### src/shared/ppmm_pkg.sv
`default_nettype none
package ppmm_pkg;
  localparam int PORT_W = 32;
  localparam int FSEL_W = 4;
  localparam int FREQ_W = 32;
  localparam int PHASE_W = 16;
  localparam int AMP_W = 16;
  localparam int AMP_LIVE_W = 12;
  localparam int SAMPLE_DIV = 24;
  localparam int DIV_W = 5;
  localparam logic [DIV_W-1:0] DIV_LAST = 5'h17;
  localparam int FIFO_DEPTH = 8;
  localparam logic [15:0] AMP_LIVE_MASK = 16'h0FFF;
  localparam logic [31:0] FREQ_RST = 32'h00000000;
  localparam logic [15:0] PHASE_RST = 16'h0000;
  localparam logic [15:0] AMP_RST = 16'h0000;

  typedef enum logic [3:0] {
    PPMM_PAR_PROG = 4'h0,
    PPMM_SER_PROG = 4'h1,
    PPMM_FREQ_FULL = 4'h2,
    PPMM_FREQ_SWAP = 4'h3,
    PPMM_PHASE_AMP = 4'h4,
    PPMM_AMP_PHASE = 4'h5,
    PPMM_FHI_AMPHI = 4'h6,
    PPMM_FHI_PHHI = 4'h7,
    PPMM_FHI_AMPLO = 4'h8,
    PPMM_FHI_PHLO = 4'h9,
    PPMM_FLO_AMPHI = 4'hA,
    PPMM_FLO_PHHI = 4'hB,
    PPMM_FLO_AMPLO = 4'hC,
    PPMM_FLO_PHLO = 4'hD,
    PPMM_UNUSED_E = 4'hE,
    PPMM_UNUSED_F = 4'hF
  } ppmm_mode_t;

  typedef struct packed {
    logic [FREQ_W-1:0] freq_tuning_word;
    logic [PHASE_W-1:0] phase_offset_word;
    logic [AMP_W-1:0] amplitude_word;
  } ppmm_params_t;

  typedef struct packed {
    logic [7:0] data_hi;
    logic [7:0] data_lo;
    logic [7:0] address;
    logic [7:0] control;
  } ppmm_par_word_t;

  typedef struct packed {
    logic serial_io_sync;
    logic serial_data_out;
    logic sdio;
    logic sclk;
    logic cs;
  } ppmm_serial_t;

  typedef struct packed {
    ppmm_mode_t mode;
    logic [PORT_W-1:0] lanes;
  } ppmm_sample_t;
endpackage
`default_nettype wire

### src/ppmm_top.sv
`default_nettype none
// How it works
// - The four select inputs alone decide how all 32 port lanes are read.
// - Select 0000 splits lanes into data high, data low, address and control bytes.
// - Select 0001 uses only low lanes as serial clock, data, select and sync.
// - Select 0010 loads the whole frequency word straight from the port.
// - Select 0011 loads the frequency word with its two halves swapped.
// - Select 0100 loads phase from bits 31:16 and amplitude from bits 11:0.
// - Select 0101 loads amplitude from bits 27:16 and phase from bits 15:0.
// - Selects 0110 to 1001 load frequency 31:8 plus one amplitude or phase byte.
// - Selects 1010 to 1101 load frequency 23:0 plus one amplitude or phase byte.
// - Port amplitude reaches the output only while amplitude scaling is enabled.
// - Selects 1110 and 1111 load nothing; like every select except 0001, they clear o_serial_active.
// - Only amplitude bits 11:0 take effect; bits 15:12 are dropped.
// - Streaming sends values on at once; otherwise they wait for the update strobe.
// - Port and select inputs are sampled once every 24 clock cycles.
module ppmm_top (
  input wire logic i_clk,
  input wire logic i_nrst,
  input wire logic [3:0] i_func_sel,
  input wire logic [31:0] i_port,
  input wire logic i_amp_scale_enable,
  input wire logic i_stream_enable,
  input wire logic i_io_update,
  output logic o_par_valid,
  input wire logic i_par_ready,
  output ppmm_pkg::ppmm_par_word_t o_par_word,
  output ppmm_pkg::ppmm_serial_t o_serial,
  output logic o_serial_active,
  output ppmm_pkg::ppmm_params_t o_core_params,
  output logic o_core_load,
  output logic o_sample_dropped
);
  localparam int SAMPLE_W = $bits(ppmm_pkg::ppmm_sample_t);

  logic tick;
  ppmm_pkg::ppmm_sample_t sample;
  logic [SAMPLE_W-1:0] fifo_out;
  logic fifo_valid;
  logic fifo_in_ready;
  logic fifo_pop;
  ppmm_pkg::ppmm_sample_t head;
  ppmm_pkg::ppmm_params_t held;
  ppmm_pkg::ppmm_params_t next_held;
  ppmm_pkg::ppmm_params_t next_core;
  ppmm_pkg::ppmm_par_word_t next_par_word;
  ppmm_pkg::ppmm_serial_t next_serial;
  logic next_par_valid;
  logic next_serial_active;
  logic next_core_load;
  logic next_dropped;
  logic par_pending;
  logic direct_hit;

  ppmm_rate_div u_div (
    .i_clk(i_clk),
    .i_nrst(i_nrst),
    .o_tick(tick)
  );

  // The select and lanes are captured together so each word carries its mode.
  assign sample.mode = ppmm_pkg::ppmm_mode_t'(i_func_sel);
  assign sample.lanes = i_port;

  ppmm_fifo #(
    .WIDTH(SAMPLE_W),
    .DEPTH(ppmm_pkg::FIFO_DEPTH)
  ) u_fifo (
    .i_clk(i_clk),
    .i_nrst(i_nrst),
    .i_in_valid(tick),
    .o_in_ready(fifo_in_ready),
    .i_in_data(sample),
    .o_out_valid(fifo_valid),
    .i_out_ready(fifo_pop),
    .o_out_data(fifo_out)
  );

  assign head = ppmm_pkg::ppmm_sample_t'(fifo_out);
  // A parallel programming word waits while its consumer stalls; this backs up the FIFO.
  assign par_pending = o_par_valid && !i_par_ready;
  assign fifo_pop = fifo_valid && !par_pending;

  function automatic logic [15:0] amp_clip(input logic [15:0] a);
    amp_clip = a & ppmm_pkg::AMP_LIVE_MASK;
  endfunction

  always_comb begin
    next_held = held;
    next_par_word = o_par_word;
    next_par_valid = par_pending;
    next_serial = o_serial;
    next_serial_active = o_serial_active;
    direct_hit = 1'b0;
    if (fifo_pop) begin
      next_serial_active = 1'b0;
      unique case (head.mode)
        ppmm_pkg::PPMM_PAR_PROG: begin
          next_par_word = ppmm_pkg::ppmm_par_word_t'(head.lanes);
          next_par_valid = 1'b1;
        end
        ppmm_pkg::PPMM_SER_PROG: begin
          next_serial = ppmm_pkg::ppmm_serial_t'(head.lanes[4:0]);
          next_serial_active = 1'b1;
        end
        ppmm_pkg::PPMM_FREQ_FULL: begin
          next_held.freq_tuning_word = head.lanes;
          direct_hit = 1'b1;
        end
        ppmm_pkg::PPMM_FREQ_SWAP: begin
          next_held.freq_tuning_word = {head.lanes[15:0], head.lanes[31:16]};
          direct_hit = 1'b1;
        end
        ppmm_pkg::PPMM_PHASE_AMP: begin
          next_held.phase_offset_word = head.lanes[31:16];
          next_held.amplitude_word[11:0] = head.lanes[11:0];
          direct_hit = 1'b1;
        end
        ppmm_pkg::PPMM_AMP_PHASE: begin
          next_held.amplitude_word[11:0] = head.lanes[27:16];
          next_held.phase_offset_word = head.lanes[15:0];
          direct_hit = 1'b1;
        end
        ppmm_pkg::PPMM_FHI_AMPHI, ppmm_pkg::PPMM_FHI_PHHI,
        ppmm_pkg::PPMM_FHI_AMPLO, ppmm_pkg::PPMM_FHI_PHLO: begin
          next_held.freq_tuning_word[31:8] = head.lanes[31:8];
          direct_hit = 1'b1;
        end
        ppmm_pkg::PPMM_FLO_AMPHI, ppmm_pkg::PPMM_FLO_PHHI,
        ppmm_pkg::PPMM_FLO_AMPLO, ppmm_pkg::PPMM_FLO_PHLO: begin
          next_held.freq_tuning_word[23:0] = head.lanes[31:8];
          direct_hit = 1'b1;
        end
        ppmm_pkg::PPMM_UNUSED_E, ppmm_pkg::PPMM_UNUSED_F: begin
          direct_hit = 1'b0;
        end
      endcase
      // Low byte routing for the partial modes, shared by both frequency groups.
      unique case (head.mode)
        ppmm_pkg::PPMM_FHI_AMPHI, ppmm_pkg::PPMM_FLO_AMPHI:
          next_held.amplitude_word[15:8] = head.lanes[7:0];
        ppmm_pkg::PPMM_FHI_PHHI, ppmm_pkg::PPMM_FLO_PHHI:
          next_held.phase_offset_word[15:8] = head.lanes[7:0];
        ppmm_pkg::PPMM_FHI_AMPLO, ppmm_pkg::PPMM_FLO_AMPLO:
          next_held.amplitude_word[7:0] = head.lanes[7:0];
        ppmm_pkg::PPMM_FHI_PHLO, ppmm_pkg::PPMM_FLO_PHLO:
          next_held.phase_offset_word[7:0] = head.lanes[7:0];
        default: begin
        end
      endcase
    end
    next_dropped = tick && !fifo_in_ready;
  end

  always_comb begin
    next_core = o_core_params;
    next_core_load = 1'b0;
    if ((i_stream_enable && direct_hit) || i_io_update) begin
      next_core.freq_tuning_word = next_held.freq_tuning_word;
      next_core.phase_offset_word = next_held.phase_offset_word;
      if (i_amp_scale_enable) begin
        next_core.amplitude_word = amp_clip(next_held.amplitude_word);
      end
      next_core_load = 1'b1;
    end
  end

  always_ff @(posedge i_clk or negedge i_nrst) begin
    if (!i_nrst) begin
      held <= {ppmm_pkg::FREQ_RST, ppmm_pkg::PHASE_RST, ppmm_pkg::AMP_RST};
      o_core_params <= {ppmm_pkg::FREQ_RST, ppmm_pkg::PHASE_RST, ppmm_pkg::AMP_RST};
      o_core_load <= 1'b0;
      o_par_word <= '0;
      o_par_valid <= 1'b0;
      o_serial <= '0;
      o_serial_active <= 1'b0;
      o_sample_dropped <= 1'b0;
    end else begin
      held <= next_held;
      o_core_params <= next_core;
      o_core_load <= next_core_load;
      o_par_word <= next_par_word;
      o_par_valid <= next_par_valid;
      o_serial <= next_serial;
      o_serial_active <= next_serial_active;
      o_sample_dropped <= next_dropped;
    end
  end
endmodule
`default_nettype wire

### src/ppmm_fifo.sv
`default_nettype none
module ppmm_fifo #(
  parameter int WIDTH = 36,
  parameter int DEPTH = 8
) (
  input wire logic i_clk,
  input wire logic i_nrst,
  input wire logic i_in_valid,
  output logic o_in_ready,
  input wire logic [WIDTH-1:0] i_in_data,
  output logic o_out_valid,
  input wire logic i_out_ready,
  output logic [WIDTH-1:0] o_out_data
);
  localparam int AW = $clog2(DEPTH);
  // Sized one bit wider than the pointers so that a full count of DEPTH is representable.
  localparam logic [AW:0] DEPTH_C = (AW+1)'(DEPTH);

  logic [WIDTH-1:0] mem [DEPTH];
  logic [AW-1:0] wr_ptr;
  logic [AW-1:0] rd_ptr;
  logic [AW:0] count;
  logic [AW-1:0] next_wr_ptr;
  logic [AW-1:0] next_rd_ptr;
  logic [AW:0] next_count;
  logic push;
  logic pop;

  assign o_in_ready = (count != DEPTH_C);
  assign o_out_valid = (count != '0);
  assign push = i_in_valid && o_in_ready;
  assign pop = o_out_valid && i_out_ready;
  assign o_out_data = mem[rd_ptr];

  always_comb begin
    next_wr_ptr = push ? AW'(wr_ptr + 1'b1) : wr_ptr;
    next_rd_ptr = pop ? AW'(rd_ptr + 1'b1) : rd_ptr;
    next_count = count;
    if (push && !pop) begin
      next_count = (AW+1)'(count + 1'b1);
    end else if (pop && !push) begin
      next_count = (AW+1)'(count - 1'b1);
    end
  end

  always_ff @(posedge i_clk or negedge i_nrst) begin
    if (!i_nrst) begin
      wr_ptr <= '0;
      rd_ptr <= '0;
      count <= '0;
    end else begin
      wr_ptr <= next_wr_ptr;
      rd_ptr <= next_rd_ptr;
      count <= next_count;
    end
  end

  always_ff @(posedge i_clk) begin
    if (push) begin
      mem[wr_ptr] <= i_in_data;
    end
  end
endmodule
`default_nettype wire

### src/ppmm_rate_div.sv
`default_nettype none
module ppmm_rate_div (
  input wire logic i_clk,
  input wire logic i_nrst,
  output logic o_tick
);
  logic [ppmm_pkg::DIV_W-1:0] cnt;
  logic [ppmm_pkg::DIV_W-1:0] next_cnt;
  logic next_tick;

  always_comb begin
    next_tick = (cnt == ppmm_pkg::DIV_LAST);
    next_cnt = next_tick ? '0 : ppmm_pkg::DIV_W'(cnt + 1'b1);
  end

  // The tick is registered, so it is one cycle wide every 24 cycles.
  always_ff @(posedge i_clk or negedge i_nrst) begin
    if (!i_nrst) begin
      cnt <= '0;
      o_tick <= 1'b0;
    end else begin
      cnt <= next_cnt;
      o_tick <= next_tick;
    end
  end
endmodule
`default_nettype wire

### config.mk
export PLATFORM = sky130hd
export DESIGN_NAME = ppmm_top
export DESIGN_NICKNAME = d
export VERILOG_FILES = /design/src/shared/ppmm_pkg.sv /design/src/ppmm_top.sv /design/src/ppmm_fifo.sv /design/src/ppmm_rate_div.sv
export SDC_FILE = /design/constraint.sdc
export NUM_CORES = 1
export LEC_CHECK = 0
export ABC_AREA = 1
export BUFFER_PORTS_ARGS = -buffer_cell sky130_fd_sc_hd__buf_2
export CORE_MARGIN = 2
export CORE_UTILIZATION = 42
export CTS_CLUSTER_SIZE = 24
export DETAILED_ROUTE_END_ITERATION = 8
export MAX_ROUTING_LAYER = met4
export PLACE_DENSITY = 0.58
export SYNTH_ARGS = -nofsm -noshare
export SYNTH_HDL_FRONTEND = slang
export SYNTH_SLANG_ARGS = --single-unit
### constraint.sdc
create_clock -name i_clk -period 3.38 [get_ports i_clk]
set_input_delay 1.014 -clock i_clk [delete_from_list [all_inputs] [get_ports i_clk]]
set_output_delay 1.014 -clock i_clk [all_outputs]
set_load 0.005 [all_outputs]
==> run summary, run 1 <==
The cell area after synthesis was 0.0201 mm²; the final setup violation count was 0. The number of antenna violations at the first check in global routing is 5. For the maximum clock skew at final layout, the log shows 0.0305 ns. Along the worst path, the maximum fanout reaches 95. In this run, the clock network consumes 44.8% of the power.

Post-cts sizing count: 0. After the last flow step, the layout net total stands at 2169. The first global-routing pass estimated 83000 µm of wire. Setup repair after global routing left no endpoint under its margin. CTS saw 465 sinks. The logs give 0 for the number of warning messages in the yosys log and 22.6% for the total routing resource utilization after global routing. TritonCTS built the clock tree. After layout, the worst path uses 85.6% of the clock period. For the setup total negative slack, the log shows 0 ns.

Of the total power, combinational logic draws 1.8%. Detailed placement finished with a half-perimeter wire length of 35100 µm. After global routing the overflow that remains totals 0.

The flop-to-flop setup slack came out at 0.49 ns. Most common cell after layout, fill and taps aside: nand2_1. At the pin with the least slew margin, the transition time is 1.07 ns. The endpoint identified for the worst register-to-register timing path is o_core_params[36]$_DFFE_PN0P_. The startpoint identified for the worst register-to-register timing path is u_fifo.rd_ptr[0]$_DFFE_PN0P_.

The largest single stage delay on the critical path is 0.69 ns. Timing would allow up to 0.346 GHz. The min-delay analysis places its worst path in the category in2async.

The highest ir drop seen on vdd came out at 0.379 mV. Synthesis produced 1975 cells. The critical path's top delay family was compound AO/OA/AOI/OAI gates.

Sequential elements use 65.1% of the synthesized area. The clock tree synthesis step divided the H-tree into 2 levels. The cell row count came out at 80. The number of hold-slack violations in the final timing report is 0.

The cell-internal power is 9.15 mW, and the number of buffer cells added on primary ports is 142. Dividing total power by cell area gives a power density of 497 mW/mm². After synthesis the netlist holds a flip-flop and latch count of 465. Dividing the detail-routed via count by the number of cells gives 5.23. The logs give 42.4% for the starting utilization of the core area and 0.0474 mm² for the core footprint.

The worst setup path is launched from a register. The final-report max-slew violation count is 0, and the die height is 223 µm. Clock-pin slew was measured on the worst setup and hold paths at 0.06 ns. For this design the total switching power over the nets is 2.33 mW. The congestion estimate from routability-driven global placement came to 0.924. The layout has 4390 filler cells. In this run, synthesis inferred 288 flip-flops with an integrated enable. The cell with the largest stage delay on the worst path is o21ai_2. The tools report the nature of the critical path endpoint as a register. In the synthesized netlist the async set-or-reset flop fraction comes to 38.1%. The number of clock buffers added by TritonCTS is 49. The run gives 3.86 ns as the critical path data required time. The tool flagged a number of max-cap violations equal to 0. For the largest buffer count on any clock path, the log shows 3. The tools report the area of the multi-input gates as 0.00591 mm². The fraction of final layout cells with drive strength greater than 1 works out to 15.9%.

The pre-antenna-repair detailed-routing pass consisted of 6 iterations. The depth of the worst register-to-register path is 10. At the later pin of the worst-skew pair, clock insertion delay measures 0.60 ns. For this run, design rule violations remaining after detail routing come to 0. The switching power share of the total was 20.3%.

The die covers 0.0496 mm². For this design the top-level I/O count stands at 147. The share of total power in sequential cells was 53.4%. The width of the die was 223 µm.

Total design power: 11.5 mW. The critical path goes through buf_12 -> buf_4 -> o21ai_0 -> o22ai_1 -> o21ai_2 -> o21ai_0 -> a21oi_1 -> nand2_1 -> nand3_1 -> nand2_1. The post-detailed-routing wire length was 54200 µm. The most used flip-flop cell after synthesis is edfxtp_1.

The clock period minus final worst setup slack was 2.89 ns; the number of distinct library cells after synthesis was 42. After detailed routing, the average wire length per cell comes to 19.6 µm. The run finished with clean final reports.

Combined flip-flop and latch cell area: 0.0131 mm². The tools report the master cell of the clock root buffer as clkbuf_16. The run gives 96 as the maximum number of pins on one net before global-route repair. Growth of design area from synthesis to finish: 14.8%. The detailed router finished its first iteration with 1499 violations.

The arrival time of data at the critical path endpoint was 3.37 ns. Summing over every cut layer, the via total after detailed routing is 14500. For this design, the CTS-stage hold fixing added 0 buffers.

For the worst hold-check slack, the log shows 0.451 ns. The class of the most critical setup path is reg2reg. The worst slew slack as a fraction of its limit was 28.0%; the mean area per synthesized cell was 10.2 µm². Post-CTS setup buffer count: 0.

The analysis attributes to cell leakage a power of 10.0 nW. The remaining antenna violation count after routing is 0. Leaving out fill and tap cells, the most frequent cells in the layout are nand2_1 (485), edfxtp_1 (288), nor2_1 (233).

The number of global-route vias before repair is 13700, and the worst path buffer plus inverter count is 2.
## through the flow
step / cell area (µm²) / instances / worst slack (ns) / utilization (%)
floorplan: 20100 / 1978 / 0.465 / -
global placement: 21600 / 2684 / 0.490 / 45.4
detailed placement: 21600 / 2684 / 0.457 / 45.4
CTS: 23100 / 2767 / 0.547 / 48.6
global route: 23100 / 2770 / 0.237 / 48.6
finish: 23100 / 2771 / 0.487 / 48.6
## Yosys cell counts, types with 5 or more instances
library cell | n | area (µm²)
a21boi_1 | 10 | 75.1
a21oi_1 | 49 | 245
a21oi_2 | 8 | 70.1
a31oi_1 | 6 | 37.5
and2_1 | 11 | 68.8
buf_1 | 8 | 30.0
buf_2 | 45 | 225
buf_4 | 18 | 135
buf_6 | 13 | 146
clkbuf_1 | 13 | 48.8
dfrtp_1 | 177 | 4430
edfxtp_1 | 288 | 8650
ha_1 | 6 | 75.1
inv_1 | 139 | 522
inv_2 | 15 | 56.3
nand2_1 | 485 | 1820
nand2_2 | 13 | 81.3
nand2_4 | 5 | 56.3
nand3_1 | 79 | 395
nand4_1 | 19 | 119
nor2_1 | 241 | 905
o211ai_1 | 7 | 52.6
o21ai_0 | 152 | 761
o21ai_1 | 88 | 440
o21ai_2 | 15 | 131
o22ai_1 | 29 | 181
or2_2 | 8 | 50.1
xor2_1 | 5 | 43.8
## registers in the layout, summed over array words and instances, names as in the netlist, 3 cells and up
name and flops:
held 60, o_core_params 60, o_par_word 32, o_serial 5, u_div.cnt 5, u_fifo.count 4, u_fifo.mem 288, u_fifo.rd_ptr 3
u_fifo.wr_ptr 3
## power groups by stage
stage	Clock [mW]	Combinational (mW)	Sequential (mW)
global route	5.47	0.239	6.12
CTS	5.25	0.215	6.12
global placement	0	0.211	6.24
detailed placement	0	0.215	6.24
finish	5.14	0.209	6.12
floorplan	0	0.0510	6.24
## layout make-up
class | count | share of cell area (%)
diodes | 4 | 0.0434
clock buffers | 69 | 6.00
clock inverters | 14 | 0.537
inverters | 157 | 2.60
multi-input cells | 1259 | 25.6
flip-flops and latches | 465 | 56.7
well taps | 615 | 3.33
repair buffers | 188 | 5.20
## worst reg2reg max path: cells and delay by family (launching register included)
family	cells	cell delay, ns
AO/OA/AOI/OAI	5	1.49
buffers and inverters	2	0.54
flip-flops	1	0.51
AND/OR/NAND/NOR	3	0.26
## cells by family (layout without fill, tap and decap cells)
group	count (synthesis)	in the layout	synth area share [%]
and+or+nand+nor	871	871	18.0
xor gates and xnor gates	7	7	0.305
buffers and inverters	254	428	5.89
AOI/OAI and AO/OA	370	370	10.3
adders and majority gates	7	7	0.473
other	1	8	0.0187
DFF	465	465	65.1
## layer usage
| layer | GRT usage (%) | part of all wire [%] | up-vias |
|---|---|---|---|
| li1 | - | - | 6882 |
| met1 | 30.4 | 44 | 7034 |
| met2 | 34.6 | 46 | 470 |
| met3 | 4.06 | 6.4 | 112 |
| met4 | 7.79 | 3.6 | 0 |
| met5 | - | 0 | - |
## worst max path at each step
stage / start / depth (start not counted) / to
after floorplan: i_par_ready / 13 / u_fifo.count[3]$_DFFE_PN0P_
after global placement: i_par_ready / 11 / o_core_params[7]$_DFFE_PN0P_
after detailed placement: i_par_ready / 11 / o_core_params[5]$_DFFE_PN0P_
after CTS: u_fifo.rd_ptr[0]$_DFFE_PN0P_ / 13 / o_core_params[5]$_DFFE_PN0P_
after global routing: u_fifo.rd_ptr[0]$_DFFE_PN0P_ / 13 / o_core_params[1]$_DFFE_PN0P_
final: u_fifo.rd_ptr[0]$_DFFE_PN0P_ / 10 / o_core_params[36]$_DFFE_PN0P_
Power figures use the tool's default switching activity.
==> inputs of run 2 (changes only) <==
Settings changed: CORE_UTILIZATION 42 to 45, PLACE_DENSITY 0.58 to 0.61.
==> run 2 against run 1 <==
  * Fmax grew 1.1%
  * Largest cell class unchanged
  * Sequential power is essentially flat
  * Non-clock buffer count grew 5
==> run summary, run 2 (same netlist as run 1, synthesis figures left out) <==
The run finished with clean final reports. The switching power share of the total is 20.7% (+0.37 points), and the placed cell count is 2666 (-0.67%). Total global routing overflow: 0 (unchanged). The master cell of the clock root buffer was clkbuf_16.

Leaving out fill and tap cells, the most frequent cell in the layout is nand2_1. The run gives 3.90 ns (+0.04 ns) as the critical path data required time. The run gives 0.0230 mm² (-0.38%) as the final design instance area without fill.

The maximum number of pins on one net before global-route repair came out at 71 (-26%). For the max-cap violation count, the log shows 0 (unchanged). The static leakage was 10.0 nW (-0.13%). The run gives 0 (unchanged) as the post-CTS setup buffer count. The post-layout utilization of the core is 52.1% (+3.5 points), and the number of nets in the finished design is 2173 (+0.18%). The die footprint is 0.0464 mm² (-6.6%).

The width of the die was 215 µm (-3.3%). The post-cts sizing count was 0 (unchanged); the final-report max-slew violation count was 0 (unchanged). STA classifies the critical path endpoint as a register.

Top register by number of flip-flops: u_fifo.mem. The sum of net half-perimeters after detailed placement was 35400 µm (+0.91%); the depth of the worst register-to-register path was 14 (+4). Final setup violation count: 0 (unchanged).

The die height was 215 µm (-3.3%); the starting utilization of the core area was 45.6% (+3.2 points). The setup total negative slack was 0 ns (unchanged). The net switching component of the power is 2.33 mW (about the same). The number of hold buffers added after CTS is 0 (unchanged).

In the final layout, the registers with the most flip-flops are u_fifo.mem x288, held x60, o_core_params x60. The post-layout instance count excluding filler cells came out at 2754 (-0.61%). Maximum fanout count along the critical path: 39 (-59%). Growth of design area from synthesis to finish: 14.4%. The part of the cycle the worst path needs is 84.6% (-0.95 points), and the total clock sinks is 465 (unchanged).

The worst register-to-register path ends at o_core_params[1]$_DFFE_PN0P_. The tools report the worst slew slack as a fraction of its limit as 37.8% (+9.8 points). Largest buffer count on any clock path: 3 (unchanged).

Cell row count: 77 (-3.8%). The DRC violation total after the first TritonRoute iteration is 1415 (-5.6%), and the number of global-route vias before repair is 13900 (+2.1%). The run gives 0.350 GHz (+1.1%) as the highest attainable clock frequency. The most critical setup path has its endpoint at o_core_params[1]$_DFFE_PN0P_. TritonCTS built the clock tree.

STA classifies the critical path startpoint as a register. The slack of the critical path is 0.519 ns (+0.0321 ns), and the worst hold-check slack is 0.352 ns (-0.0986 ns). The total routing resource utilization after global routing is 24.3% (+1.7 points).

Clock share of power: 43.8% (-1.0 points). The logs give 7 (+1) for the detailed-routing iteration count for the pre-antenna-repair pass and 0.60 ns (about the same) for the clock latency on the worst-skew pair. The standard cell area after detailed placement is 0.0215 mm² (-0.13%). The top-level I/O count is 147 (unchanged).

The flop-to-flop setup slack is 0.52 ns (+0.03 ns), and the total power density per cell area is 490 mW/mm² (-1.4%). The mean number of vias per cell is 5.33 (+1.9%). The worst setup path startpoint is u_fifo.rd_ptr[0]$_DFFE_PN0P_. The DRC violation count after routing was 0 (unchanged).

The number of buffers created by CTS is 48 (-2.0%), and the post-detailed-routing wire length is 54400 µm (+0.50%). The run gives 8.95 mW (-2.2%) as the cell-internal power. The logic gate share of total power was 1.9% (about the same). The class of the tightest hold or removal check is in2async. The top cell types in the final layout, fill and taps aside, are nand2_1 (485), edfxtp_1 (288), nor2_1 (233). For the number of hold-slack violations in the final timing report, the log shows 0 (unchanged). The number of buffer cells added on primary ports is 142 (unchanged). The remaining antenna violation count after routing is 0 (unchanged).

The startpoint identified for the worst register-to-register timing path is u_fifo.rd_ptr[0]$_DFFE_PN0P_. The clock slew seen by the registers of the worst setup and hold paths was 0.06 ns (about the same); the arrival time of data at the critical path endpoint was 3.38 ns (about the same). The share of total power in sequential cells was 54.3% (+0.9 points). The fraction of final layout cells with drive strength greater than 1 is 16.1% (+0.19 points). Setup repair after global routing left no endpoint under its margin. The clock period minus final worst setup slack is 2.86 ns (-0.0321 ns), and the flip-flop count of the largest register, all copies and words added is 288 (unchanged). The wire length of the first global-routing pass was 84100 µm (+1.4%). The number of antenna violations at the first check in global routing is 5 (unchanged), and the routed wirelength normalized by instance count is 19.8 µm (+1.1%). The highest ir drop seen on vdd was 0.336 mV (-11%). Maximum clock skew at final layout: 0.0200 ns (-0.0105 ns). Maximum level of the CTS H-tree: 2 (unchanged).

Class of the most critical setup path: reg2reg. The logs give 0.0441 mm² (-7.0%) for the core footprint and 0.924 (about the same) for the placer's final routability congestion estimate. For the total design power, the log shows 11.3 mW (-1.8%). The minimum setup slack after placement came out at 0.427 ns (-0.0305 ns). For the vias after detailed routing, the log shows 14700 (+1.3%). Actual slew at the worst max-slew pin: 0.927 ns (-0.146 ns).
==> run 2: cell count changes in the layout (fill, tap and decap cells not counted), sizes merged <==
cell,previous run,this run
diode,4,5
clkinv,10,13
clkbuf,69,66
buf,188,193
bufinv,2,1
inv,158,159
==> run 2: worst min path at each step <==
stage / startpoint / endpoint / slack [ns] / cells past startpoint
floorplan: u_div.cnt[0]$_DFF_PN0_ / u_div.cnt[0]$_DFF_PN0_ / 0.43 / 1
finish: i_nrst / o_core_params[16]$_DFFE_PN0P_ / 0.35 / 1
global placement: u_div.cnt[0]$_DFF_PN0_ / u_div.cnt[0]$_DFF_PN0_ / 0.46 / 1
global route: i_nrst / o_core_load$_DFF_PN0_ / 0.37 / 1
CTS: i_nrst / o_core_params[16]$_DFFE_PN0P_ / 0.34 / 1
detailed placement: o_core_params[28]$_DFFE_PN0P_ / o_core_params[28]$_DFFE_PN0P_ / 0.46 / 2
==> run 2: per-layer routing <==
metal	vias to the layer above	track usage, %	routed length (µm)
li1	6893	-	-
met1	7190	31.8	23500
met2	489	38.1	25700
met3	117	4.70	3480
met4	0	8.34	1780
met5	-	-	0
==> run 2: power groups by stage <==
stage	registers (mW)	clock network, mW	logic (mW)
floorplan	6.24	0	0.0510
global placement	6.24	0	0.210
detailed placement	6.24	0	0.215
CTS	6.12	5.06	0.215
global route	6.12	5.28	0.239
finish	6.12	4.94	0.209
==> run 2: area by class of cell <==
type / count / area [µm²]
Fill cell: 4002 / 21100
Clock buffer: 66 / 1310
Timing Repair Buffer: 193 / 1200
Clock inverter: 17 / 139
Tap cell: 592 / 741
Inverter: 157 / 599
Multi-Input combinational cell: 1259 / 5910
Sequential cell: 465 / 13100
Antenna cell: 5 / 12.5
==> run 2: worst max-delay path: stages, from the launching register on <==
cell and delay (ns):
dfrtp_4 0.59, inv_6 0.29, nand2_1 0.10, nand3_1 0.11
nand2_1 0.07, nand2_1 0.07, nand2_2 0.12, nand3_1 0.12
nand4_1 0.11, nand2_2 0.29, buf_4 0.34, nand2_1 0.10
inv_1 0.28, nand2_1 0.11, nand2_1 0.07
